--- src/core/cpo_defs.svh ---
`ifndef CPO_DEFS_SVH
`define CPO_DEFS_SVH

// Register word indices; byte address is four times the index
`define CPO_IDX_SPACING   10'h000
`define CPO_IDX_BASE_LO   10'h001
`define CPO_IDX_BASE_HI   10'h002
`define CPO_IDX_CHAN_LO   10'h003
`define CPO_IDX_COMMIT    10'h004
`define CPO_IDX_SYNTH     10'h005
`define CPO_IDX_CENTER    10'h006
`define CPO_IDX_OSC       10'h009

// Field positions
`define CPO_SCHEME_HI     7
`define CPO_SCHEME_LO     6
`define CPO_CN_MSB_BIT    0
`define CPO_BW_HI         5
`define CPO_BW_LO         4
`define CPO_LOCK_BIT      1
`define CPO_FAST_BIT      4
`define CPO_TRIM_HI       3

// Reset values
`define CPO_RST_SPACING   8'h08
`define CPO_RST_BASE_LO   8'hf8
`define CPO_RST_BASE_HI   8'h8c
`define CPO_RST_CHAN_LO   8'h00
`define CPO_RST_OSC_FAST  1'b1
`define CPO_RST_TRIM      4'h0

// 1.5 GHz expressed in 25 kHz steps
`define CPO_OFFSET_2G4    24'h00ea60

`endif

--- src/core/cpo_pkg.sv ---
package cpo_pkg;

    typedef enum logic [1:0] {
        scheme_ieee,
        scheme_fine_lo,
        scheme_fine_mid,
        scheme_fine_hi
    } cpo_scheme_t;

    typedef enum logic [1:0] {
        bw_default,
        bw_narrow,
        bw_wide,
        bw_unused
    } cpo_bw_t;

endpackage

--- src/core/cpo_regs.sv ---
// Implementation choice: the APB slave port.
`timescale 1ns/1ns
`include "cpo_defs.svh"
// What this block does
// - Commit register write loads staged channel values
// - Scheme zero: base plus number times spacing, plus 1.5 GHz in 2.4 GHz radio
// - Scheme one: fine word, low sub-GHz range
// - Scheme two: fine word, high sub-GHz range
// - Scheme three: fine word, 2.4 GHz range
// - Loop bandwidth field picks synthesizer bandwidth
// - Loop bandwidth only acts in sub-GHz radio
// - Lock flag reads synthesizer lock, resets zero
// - Calibrate on radio-off to prepare and channel change
// - Center register reports calibrated six-bit value
// - Oscillator fast start-up bit, resets to one
// - Four-bit load capacitor trim field
// - Lock loss and regain raise event pulses
module cpo_regs #(
    parameter bit IS_SUBGHZ = 1'b1              // 1: sub-GHz radio, 0: 2.4 GHz radio
) (
    input  wire logic        pclk,              // Register clock
    input  wire logic        presetn,           // Async reset, active low
    input  wire logic        psel,              // APB select
    input  wire logic        penable,           // APB enable
    input  wire logic        pwrite,            // APB direction
    input  wire logic [11:0] paddr,             // APB byte address
    input  wire logic [31:0] pwdata,            // APB write data
    input  wire logic [3:0]  pstrb,             // APB byte strobes
    output logic      [31:0] prdata,            // APB read data
    output logic             pready,            // APB ready
    output logic             pslverr,           // APB error
    input  wire logic        lock_pin,          // Synthesizer lock, async
    input  wire logic        transmit_prepare_state_pin,        // Radio in transmit prepare, async
    input  wire logic        cal_done_pin,      // Calibration result valid, async
    input  wire logic [5:0]  cal_value_pin,     // Calibration result, async
    output logic      [23:0] chan_word,         // Active channel word
    output logic      [1:0]  scheme_select,     // Active channel scheme
    output logic      [1:0]  loop_bw_adjust,    // Bandwidth to synthesizer
    output logic             cal_start,         // Calibration start pulse
    output logic             fast_startup_enable, // Oscillator fast start
    output logic      [3:0]  trim,              // Load capacitor trim
    output logic             transceiver_error_irq, // Lock lost pulse
    output logic             transceiver_ready_irq  // Lock regained pulse
);

    // ****************************************
    // Bus decode
    // ****************************************
    logic [9:0] idx;
    logic       setup;
    logic       wr_en;
    logic       mapped;

    assign idx   = paddr[11:2];
    assign setup = psel && !penable;
    assign wr_en = psel && penable && pready && pwrite && pstrb[0] && !pslverr;

    always_comb
    begin
        case (idx)
            `CPO_IDX_SPACING, `CPO_IDX_BASE_LO, `CPO_IDX_BASE_HI,
            `CPO_IDX_CHAN_LO, `CPO_IDX_COMMIT, `CPO_IDX_SYNTH,
            `CPO_IDX_CENTER, `CPO_IDX_OSC: mapped = 1'b1;
            default: mapped = 1'b0;
        endcase
    end

    // ****************************************
    // Input synchronisers
    // ****************************************
    logic [8:0] sync1_q;
    logic [8:0] sync2_q;
    logic [2:0] prev_q;
    logic       lock_s;
    logic       transmit_prepare_state_s;
    logic       done_s;
    logic [5:0] value_s;

    always_ff @(posedge pclk or negedge presetn)
    begin
        if (!presetn)
        begin
            sync1_q <= 9'h000;
            sync2_q <= 9'h000;
            prev_q  <= 3'h0;
        end
        else
        begin
            sync1_q <= {cal_value_pin, cal_done_pin, transmit_prepare_state_pin, lock_pin};
            sync2_q <= sync1_q;
            prev_q  <= sync2_q[2:0];
        end
    end

    assign lock_s   = sync2_q[0];
    assign transmit_prepare_state_s = sync2_q[1];
    assign done_s   = sync2_q[2];
    assign value_s  = sync2_q[8:3];

    // ****************************************
    // Staged channel registers
    // ****************************************
    logic [7:0] spacing_q;
    logic [7:0] base_lo_q;
    logic [7:0] base_hi_q;
    logic [7:0] chan_lo_q;

    always_ff @(posedge pclk or negedge presetn)
    begin
        if (!presetn)
        begin
            spacing_q <= `CPO_RST_SPACING;
            base_lo_q <= `CPO_RST_BASE_LO;
            base_hi_q <= `CPO_RST_BASE_HI;
            chan_lo_q <= `CPO_RST_CHAN_LO;
        end
        else if (wr_en)
        begin
            case (idx)
                `CPO_IDX_SPACING: spacing_q <= pwdata[7:0];
                `CPO_IDX_BASE_LO: base_lo_q <= pwdata[7:0];
                `CPO_IDX_BASE_HI: base_hi_q <= pwdata[7:0];
                `CPO_IDX_CHAN_LO: chan_lo_q <= pwdata[7:0];
                default: ;
            endcase
        end
    end

    // ****************************************
    // Channel commit and frequency word
    // ****************************************
    logic        commit;
    logic [1:0]  scheme_d;
    logic [8:0]  cn_d;
    logic [16:0] prod;
    logic [23:0] ieee_word;
    logic [23:0] fine_word;
    logic        scheme_ok;
    logic        cn_msb_q;

    assign commit   = wr_en && (idx == `CPO_IDX_COMMIT);
    assign scheme_d = pwdata[`CPO_SCHEME_HI:`CPO_SCHEME_LO];
    assign cn_d     = {pwdata[`CPO_CN_MSB_BIT], chan_lo_q};
    assign prod     = cn_d * spacing_q;
    // Offset is zero for sub-GHz, 1.5 GHz for 2.4 GHz
    assign ieee_word = {8'h00, base_hi_q, base_lo_q} + {7'h00, prod}
                     + (IS_SUBGHZ ? 24'h000000 : `CPO_OFFSET_2G4);
    assign fine_word = {base_hi_q, base_lo_q, chan_lo_q};

    // Fine schemes of the other band leave the channel word unchanged and start no calibration in this radio
    always_comb
    begin
        case (cpo_pkg::cpo_scheme_t'(scheme_d))
            cpo_pkg::scheme_ieee:     scheme_ok = 1'b1;
            cpo_pkg::scheme_fine_lo:  scheme_ok = IS_SUBGHZ;
            cpo_pkg::scheme_fine_mid: scheme_ok = IS_SUBGHZ;
            default:                  scheme_ok = !IS_SUBGHZ;
        endcase
    end

    always_ff @(posedge pclk or negedge presetn)
    begin
        if (!presetn)
        begin
            scheme_select <= 2'h0;
            cn_msb_q      <= 1'b0;
            chan_word     <= `CPO_RST_BASE_HI * 24'h000100 + 24'(`CPO_RST_BASE_LO)
                           + (IS_SUBGHZ ? 24'h000000 : `CPO_OFFSET_2G4);
        end
        else if (commit)
        begin
            scheme_select <= scheme_d;
            cn_msb_q      <= pwdata[`CPO_CN_MSB_BIT];
            if (scheme_ok)
            begin
                if (scheme_d == 2'h0)
                    chan_word <= ieee_word;
                else
                    chan_word <= fine_word;
            end
        end
    end

    // ****************************************
    // Synthesizer, calibration, lock events
    // ****************************************
    logic [1:0] bw_q;
    logic [5:0] center_q;

    always_ff @(posedge pclk or negedge presetn)
    begin
        if (!presetn)
        begin
            bw_q           <= 2'h0;
            loop_bw_adjust <= 2'h0;
        end
        else
        begin
            if (wr_en && idx == `CPO_IDX_SYNTH)
                bw_q <= pwdata[`CPO_BW_HI:`CPO_BW_LO];
            loop_bw_adjust <= IS_SUBGHZ ? bw_q : 2'h0;
        end
    end

    always_ff @(posedge pclk or negedge presetn)
    begin
        if (!presetn)
        begin
            cal_start <= 1'b0;
            center_q  <= 6'h00;
        end
        else
        begin
            cal_start <= (transmit_prepare_state_s && !prev_q[1]) || (commit && scheme_ok);
            if (done_s && !prev_q[2])
                center_q <= value_s;
        end
    end

    // Lock flag is read straight from the synchronised pin
    always_ff @(posedge pclk or negedge presetn)
    begin
        if (!presetn)
        begin
            transceiver_error_irq <= 1'b0;
            transceiver_ready_irq <= 1'b0;
        end
        else
        begin
            transceiver_error_irq <= !lock_s && prev_q[0];
            transceiver_ready_irq <= lock_s && !prev_q[0];
        end
    end

    // ****************************************
    // Oscillator control
    // ****************************************
    always_ff @(posedge pclk or negedge presetn)
    begin
        if (!presetn)
        begin
            fast_startup_enable <= `CPO_RST_OSC_FAST;
            trim                <= `CPO_RST_TRIM;
        end
        else if (wr_en && idx == `CPO_IDX_OSC)
        begin
            fast_startup_enable <= pwdata[`CPO_FAST_BIT];
            trim                <= pwdata[`CPO_TRIM_HI:0];
        end
    end

    // ****************************************
    // Read path and bus answer
    // ****************************************
    logic [7:0] rd_byte;

    always_comb
    begin
        case (idx)
            `CPO_IDX_SPACING: rd_byte = spacing_q;
            `CPO_IDX_BASE_LO: rd_byte = base_lo_q;
            `CPO_IDX_BASE_HI: rd_byte = base_hi_q;
            `CPO_IDX_CHAN_LO: rd_byte = chan_lo_q;
            `CPO_IDX_COMMIT:  rd_byte = {scheme_select, 5'h00, cn_msb_q};
            `CPO_IDX_SYNTH:   rd_byte = {2'h0, bw_q, 2'h0, lock_s, 1'b0};
            `CPO_IDX_CENTER:  rd_byte = {2'h0, center_q};
            `CPO_IDX_OSC:     rd_byte = {3'h0, fast_startup_enable, trim};
            default:          rd_byte = 8'h00;
        endcase
    end
    // Answer is registered in setup so access always ends in one cycle
    always_ff @(posedge pclk or negedge presetn)
    begin
        if (!presetn)
        begin
            pready  <= 1'b0;
            pslverr <= 1'b0;
            prdata  <= 32'h00000000;
        end
        else
        begin
            pready  <= setup;
            pslverr <= setup && !mapped;
            prdata  <= (setup && !pwrite) ? {24'h000000, rd_byte} : 32'h00000000;
        end
    end
endmodule

--- config.mk ---
export PLATFORM = sky130hd
export DESIGN_NAME = cpo_regs
export DESIGN_NICKNAME = d
export VERILOG_FILES = /design/src/core/cpo_pkg.sv /design/src/core/cpo_regs.sv
export VERILOG_INCLUDE_DIRS = /design/src /design/src/core
export SDC_FILE = /design/constraint.sdc
export NUM_CORES = 1
export LEC_CHECK = 0
export BUFFER_PORTS_ARGS = -buffer_cell sky130_fd_sc_hd__clkbuf_2
export CORE_MARGIN = 3
export CORE_UTILIZATION = 45
export CTS_BUF_LIST = sky130_fd_sc_hd__clkbuf_2
export CTS_CLUSTER_DIAMETER = 80
export DETAILED_ROUTE_END_ITERATION = 7
export PLACE_DENSITY = 0.74
export SLEW_MARGIN = 20
export SYNTH_ARGS = -nofsm -noshare
export SYNTH_HDL_FRONTEND = slang
export SYNTH_SLANG_ARGS = --single-unit
--- constraint.sdc ---
create_clock -name pclk -period 5.1 [get_ports pclk]
set_input_delay 0.765 -clock pclk [delete_from_list [all_inputs] [get_ports pclk]]
set_output_delay 0.765 -clock pclk [all_outputs]
set_load 0.005 [all_outputs]
Yosys cells after proc, flatten, opt, wreduce, memory -nomap -nowiden
Memories as Yosys holds them, arrays and structs flattened.
Index checks and enable logic that the tools add are counted.
{"block": "totals", "memories": 1, "wordCells": 72, "reg_bits": 108, "rom_bits": 16, "output_inout_bits": 70, "in_bits": 62}
{"block": "op_classes", "addsub": 1, "reduce_logical": 34, "n_eq_ne": 9, "n_mul": 1, "mux": 5}
{"memory": "(name not given)", "depth": 16, "width": 1, "rd": 1, "rd_clocked_by_memory_dff": 0, "write_ports": 0, "line_no": "cpo_regs.sv:60", "rtl": "case (idx)"}
{"cell": "8-bit case mux with 8 select lines", "n": 1}
{"cell": "10-bit by 3-bit equality test with 1-bit output, second input constant", "n": 3}
{"cell": "24-bit two-way mux", "n": 1}
{"cell": "10-bit by 2-bit equality test with 1-bit output, second input constant", "n": 2}
{"cell": "16-bit by 17-bit adder with 18-bit output", "n": 1}
{"cell": "9-bit by 8-bit multiplier with 17-bit output", "n": 1}
{"cell": "1-bit logical AND", "n": 16}
{"cell": "10-bit by 1-bit equality test with 1-bit output, second input constant", "n": 1}
{"cell": "10-bit by 4-bit equality test with 1-bit output, second input constant", "n": 1}
{"cell": "10-bit zero test", "n": 1}
{"cell": "2-bit AND reduction", "n": 5}
{"cell": "1-bit zero test", "n": 8}
{"cell": "8-bit two-way mux", "n": 1}
{"cell": "6-bit zero test", "n": 1}
{"cell": "3-bit OR reduction", "n": 1}
{"cell": "2-bit by 1-bit equality test with 1-bit output, second input constant", "n": 1}
{"cell": "2-bit equality test, second input constant", "n": 1}
{"cell": "2-bit zero test", "n": 1}
{"cell": "1-bit two-way mux", "n": 2}
{"cell": "1-bit logical OR", "n": 1}

Longest topological paths before layout
{"block": "logic_depth", "ltp_word": 8, "mapped_depth": 19, "mapped_depth_nobuf": 18}

Worst setup path after synthesis
OpenSTA, ideal clock, no wires.
{"block": "synth_timing", "path_type": "in2reg", "from": "in pwdata[0]", "to": "reg chan_word[17]", "n_path_buf": 1, "setup_time_ns": 0.077, "cell_stages": 17, "setup_slack_ns": 0.461, "arrival_ns": 4.563, "t_required_ns": 5.023, "path_cell_list": "clkbuf_1 nand2_1 fa_1 inv_1 fa_1 fa_1 inv_1 fa_1 inv_1 ha_1 a21oi_1 o31ai_1 o21bai_1 a221oi_2 xnor2_1 mux2i_1 o21ai_1"}
{"block": "synth_via", "elab_chain_cells": 3}
{"item": "start: declaration", "line_no": "cpo_regs.sv:27", "rtl": "input wire logic [31:0] pwdata,"}
{"item": "9-bit by 8-bit multiplier with 17-bit output", "line_no": "cpo_regs.sv:144", "rtl": "assign prod = cn_d * spacing_q;"}
{"item": "16-bit by 17-bit adder with 18-bit output", "line_no": "cpo_regs.sv:146", "rtl": "assign ieee_word = {8'h00, base_hi_q, base_lo_q} + {7'h00, prod}"}
{"item": "24-bit two-way mux", "line_no": "cpo_regs.sv:176", "rtl": "if (scheme_d == 2'h0)"}
{"item": "end signal: assignment", "line_no": "cpo_regs.sv:167", "rtl": "chan_word <= `CPO_RST_BASE_HI * 24'h000100 + 24'(`CPO_RST_BASE_LO)"}
{"item": "end signal: assignment", "line_no": "cpo_regs.sv:177", "rtl": "chan_word <= ieee_word;"}
{"item": "end signal: assignment", "line_no": "cpo_regs.sv:179", "rtl": "chan_word <= fine_word;"}
{"item": "end: declaration", "line_no": "cpo_regs.sv:36", "rtl": "output logic [23:0] chan_word,"}
Every way passes these cells.
A chain may end at the register's enable or synchronous reset.

Worst setup path in the final report
{"block": "layout_timing", "from": "reg spacing_q[3]", "to": "reg chan_word[17]"}
{"block": "layout_via", "elab_chain_cells": 3}
{"item": "start: declaration", "line_no": "cpo_regs.sv:103", "rtl": "logic [7:0] spacing_q;"}
{"item": "start signal: assignment", "line_no": "cpo_regs.sv:112", "rtl": "spacing_q <= `CPO_RST_SPACING;"}
{"item": "start signal: assignment", "line_no": "cpo_regs.sv:120", "rtl": "`CPO_IDX_SPACING: spacing_q <= pwdata[7:0];"}
{"item": "9-bit by 8-bit multiplier with 17-bit output", "line_no": "cpo_regs.sv:144"}
{"item": "16-bit by 17-bit adder with 18-bit output", "line_no": "cpo_regs.sv:146"}
{"item": "24-bit two-way mux", "line_no": "cpo_regs.sv:176"}
Every way passes these cells.

==> impl_metrics.csv <==
group,metric,value,unit
global_routing,grt_pass1_wl,26800,um
global_routing,grt_max_degree,59,
worst_setup_path,critical_path.cell_chain,"nand2_1, fa_1, inv_1, fa_1, fa_1, inv_1, fa_1, inv_1, ha_1, a21oi_1, o31ai_1, o21bai_1, a221oi_2, xnor2_1, mux2i_1, o21ai_1",
drt,dr.pass1.iters,5,
floorplanning,initial_utilization,0.465,
timing,finalMaxSlewViolations,0,
clocking,clkTransAtPathRegs,0.33,ns
layout,syn2layout_area_growth,7.26,%
layout,drive_gt1_frac,0.236,
timing,maxSlewHeadroom,0.530,
clocking,cts_tree,"done",
global_routing,grt-ovfl-total,0,
worst_setup_path,crit_fanout,11,
worst_setup_path,cp.required,5.66,ns
yosys,synth_top_cell_by_area,"dfrtp_1",
job,cap_violations,0,
yosys,ys_seq_elements,108,
worst_setup_path,cpPeakStageDelay,0.74,ns
clocking,cts_buffers,9,
power,power,1.38,mW
clocking,cts_resized,0,
timing,max_freq,214,MHz
yosys,synthTopCellsByArea,"dfrtp_1, fa_1, ha_1, dfstp_2, inv_1",
worst_setup_path,cp_top_family,"adder cells",
timing,rsz0062_at_grt,"no",
yosys,synth_ff_type,"dfrtp_1",
timing,hold_viol_final,0,
yosys,synth_top_area_frac,0.301,
clocking,cts_htree_levels,3,
drt,drt_wl_total,16500,um
clocking,hold_buffers,0,
drt,vias,5138,
timing,worst_pin_slew,0.705,ns
floorplanning,coreArea,0.0161,sq mm
power,leakage,4.06,nW
clocking,clockRootBuffer,"clkbuf_2",
power,power_per_cell_area,172,mW/mm^2
worst_setup_path,slowest_stage,"dfstp_2",
drt,ant_nets,0,
timing,setup_ws,0.430,ns
worst_setup_path,arrival,5.23,ns
yosys,yosysUniqueCellTypes,59,
timing,min_period,4.67,ns
floorplanning,dieArea,0.0182,sq mm
placed_design,place.gp.congestion,0.916,
drt,drt-wirelength-per-cell,16.6,um
global_routing,track_usage,0.188,
clocking,postCtsSetupRepairBufs,0,
yosys,async_flop_share,1.00,
yosys,ys_seq_area_frac,0.365,
clocking,clock-sinks,108,
clocking,cts_buffer_depth,2,
yosys,syn-instance-count,716,
floorplanning,std_cell_rows,46,
yosys,postSynthAreaPerCell,10.4,sq um
timing,finalSetupViolCount,0,
floorplanning,die_h,135,um
clocking,clkLatencyLatePin,0.65,ns
worst_setup_path,cp_common_cell,"fa_1",
worst_setup_path,endpoint_kind,"flop",
run_status,status,"complete, no violations",
layout,fin_nets,929,
drt,vias_per_cell,5.17,
drt,drc,0,
worst_setup_path,crit_buf_inv,3,
placed_design,pre_cts_ws,0.233,ns
timing,finalSetupTns,0,ns
placed_design,dp_hpwl,12900,um
timing,period_share,0.916,
worst_setup_path,worstSetupPathType,"flop to flop",
worst_setup_path,start_kind,"flop",
placed_design,port_buffers,78,
drt,drtIter0Drc,452,
hold_path,hp-class,"primary input to async pin",
timing,clock_skew,0.0491,ns
floorplanning,io_pins,132,
global_routing,antenna_found_initial,1,
power,ir_drop,111,uV
global_routing,grt_pass1_vias,5109,
floorplanning,die_w,135,um
yosys,synth_edf_count,0,
yosys,netlist_area,0.00747,sq mm
yosys,ys_warn_count,0,
[worst register-to-register path, cell delays in order, from the launching register on]
cell	delay [ns]
dfstp_2	0.74
nand2_1	0.11
fa_1	0.53
inv_1	0.06
fa_1	0.49
fa_1	0.49
inv_1	0.05
fa_1	0.47
inv_1	0.04
ha_1	0.35
a21oi_1	0.31
o31ai_1	0.11
o21bai_1	0.17
a221oi_2	0.32
xnor2_1	0.16
mux2i_1	0.09
o21ai_1	0.12
[synth_stat cells (5+ instances only)]
library cell	number
inv_1	107
dfrtp_1	90
nand2_1	76
fa_1	57
and2_1	44
ha_1	38
o21ai_0	31
mux2_2	29
buf_4	26
clkbuf_1	22
nor2_1	21
a21oi_1	19
dfstp_2	18
buf_2	9
mux2i_1	9
mux2_4	8
mux4_2	7
nor2b_1	7
nor3_1	7
o31ai_1	7
nand3_1	6
nand4_1	5
xnor2_1	5
[area by class of cell]
type	count	area, sq um
fillers	1457	8040
multi-input cells	462	4050
flip-flops and latches	108	2730
repair buffers	84	438
inverters	107	402
well taps	216	270
clock inverters	7	88.8
clock buffers	9	45.0
diodes	1	2.50
[power by group]
part | total (mW) | switching [mW] | leakage (nW) | internal [mW]
Clock | 0.407 | 0.318 | 0.0788 | 0.0883
Sequential | 0.885 | 0.00730 | 1.36 | 0.878
Combinational | 0.0884 | 0.0557 | 2.62 | 0.0327
Total | 1.38 | 0.381 | 4.06 | 0.999
[path summary, 6_finish.rpt]
| check | slack, ns | to | startpoint | cells after the start |
|---|---|---|---|---|
| worst max-delay path | 0.43 | chan_word[17]$_DFFE_PN0P_ | spacing_q[3]$_DFFE_PN1P_ | 16 |
| worst min-delay path | 0.09 | sync2_q[0]$_DFF_PN0_ | presetn | 1 |
| worst max register to register | 0.43 | chan_word[17]$_DFFE_PN0P_ | spacing_q[3]$_DFFE_PN1P_ | 16 |
| worst min register to register | 0.39 | sync2_q[1]$_DFF_PN0_ | sync1_q[1]$_DFF_PN0_ | 0 |
| max in group asynchronous | 3.86 | base_lo_q[2]$_DFFE_PN0P_ | presetn | 2 |
| min in group pclk | 0.16 | sync1_q[5]$_DFF_PN0_ | cal_value_pin[2] | 1 |
[layer usage]
metal | up-vias | GRT usage | share of wire
met5 | - | 0 | 0
met4 | 0 | 0.0679 | 0.027
met3 | 29 | 0.0224 | 0.057
met2 | 172 | 0.311 | 0.48
met1 | 2564 | 0.256 | 0.43
li1 | 2373 | - | -
[flip-flops by register name, indices dropped and copies added, names as in the netlist, 3 cells and up]
name and cells:
base_hi_q 8, base_lo_q 8, center_q 6, chan_lo_q 8
chan_word 24, prdata 8, prev_q 3, spacing_q 8
sync1_q 9, sync2_q 9, trim 4
[metrics by stage]
step | area (sq um) | util | cells | hold WS (ns)
global placement | 7880 | 0.491 | 977 | 0.333
finish | 8020 | 0.499 | 994 | 0.0919
CTS | 8020 | 0.499 | 993 | 0.0690
global route | 8020 | 0.499 | 994 | 0.0984
detailed placement | 7880 | 0.491 | 977 | 0.336
floorplan | 7560 | - | 739 | 0.331
[logic make-up after synthesis]
family | count (synthesis) | synth area share
fa+ha+maj | 95 | 0.216
mux | 53 | 0.0929
simple gates | 188 | 0.130
compound gates | 94 | 0.0812
xor+xnor | 8 | 0.00937
other cells | 1 | 0.000502
buf+inv | 169 | 0.106
flops | 108 | 0.365
[layout by cell type, fill, tap and decap left out, types with 18 or more instances in the layout]
master | netlist | routed
inv_1 | 107 | 107
dfrtp_1 | 90 | 90
clkbuf_2 | 0 | 86
nand2_1 | 76 | 76
fa_1 | 57 | 57
and2_1 | 44 | 44
ha_1 | 38 | 38
o21ai_0 | 31 | 31
mux2_2 | 29 | 29
conb_1 | 1 | 24
nor2_1 | 21 | 21
a21oi_1 | 19 | 19
dfstp_2 | 18 | 18
No activity file was read; power rests on OpenSTA's default activity.
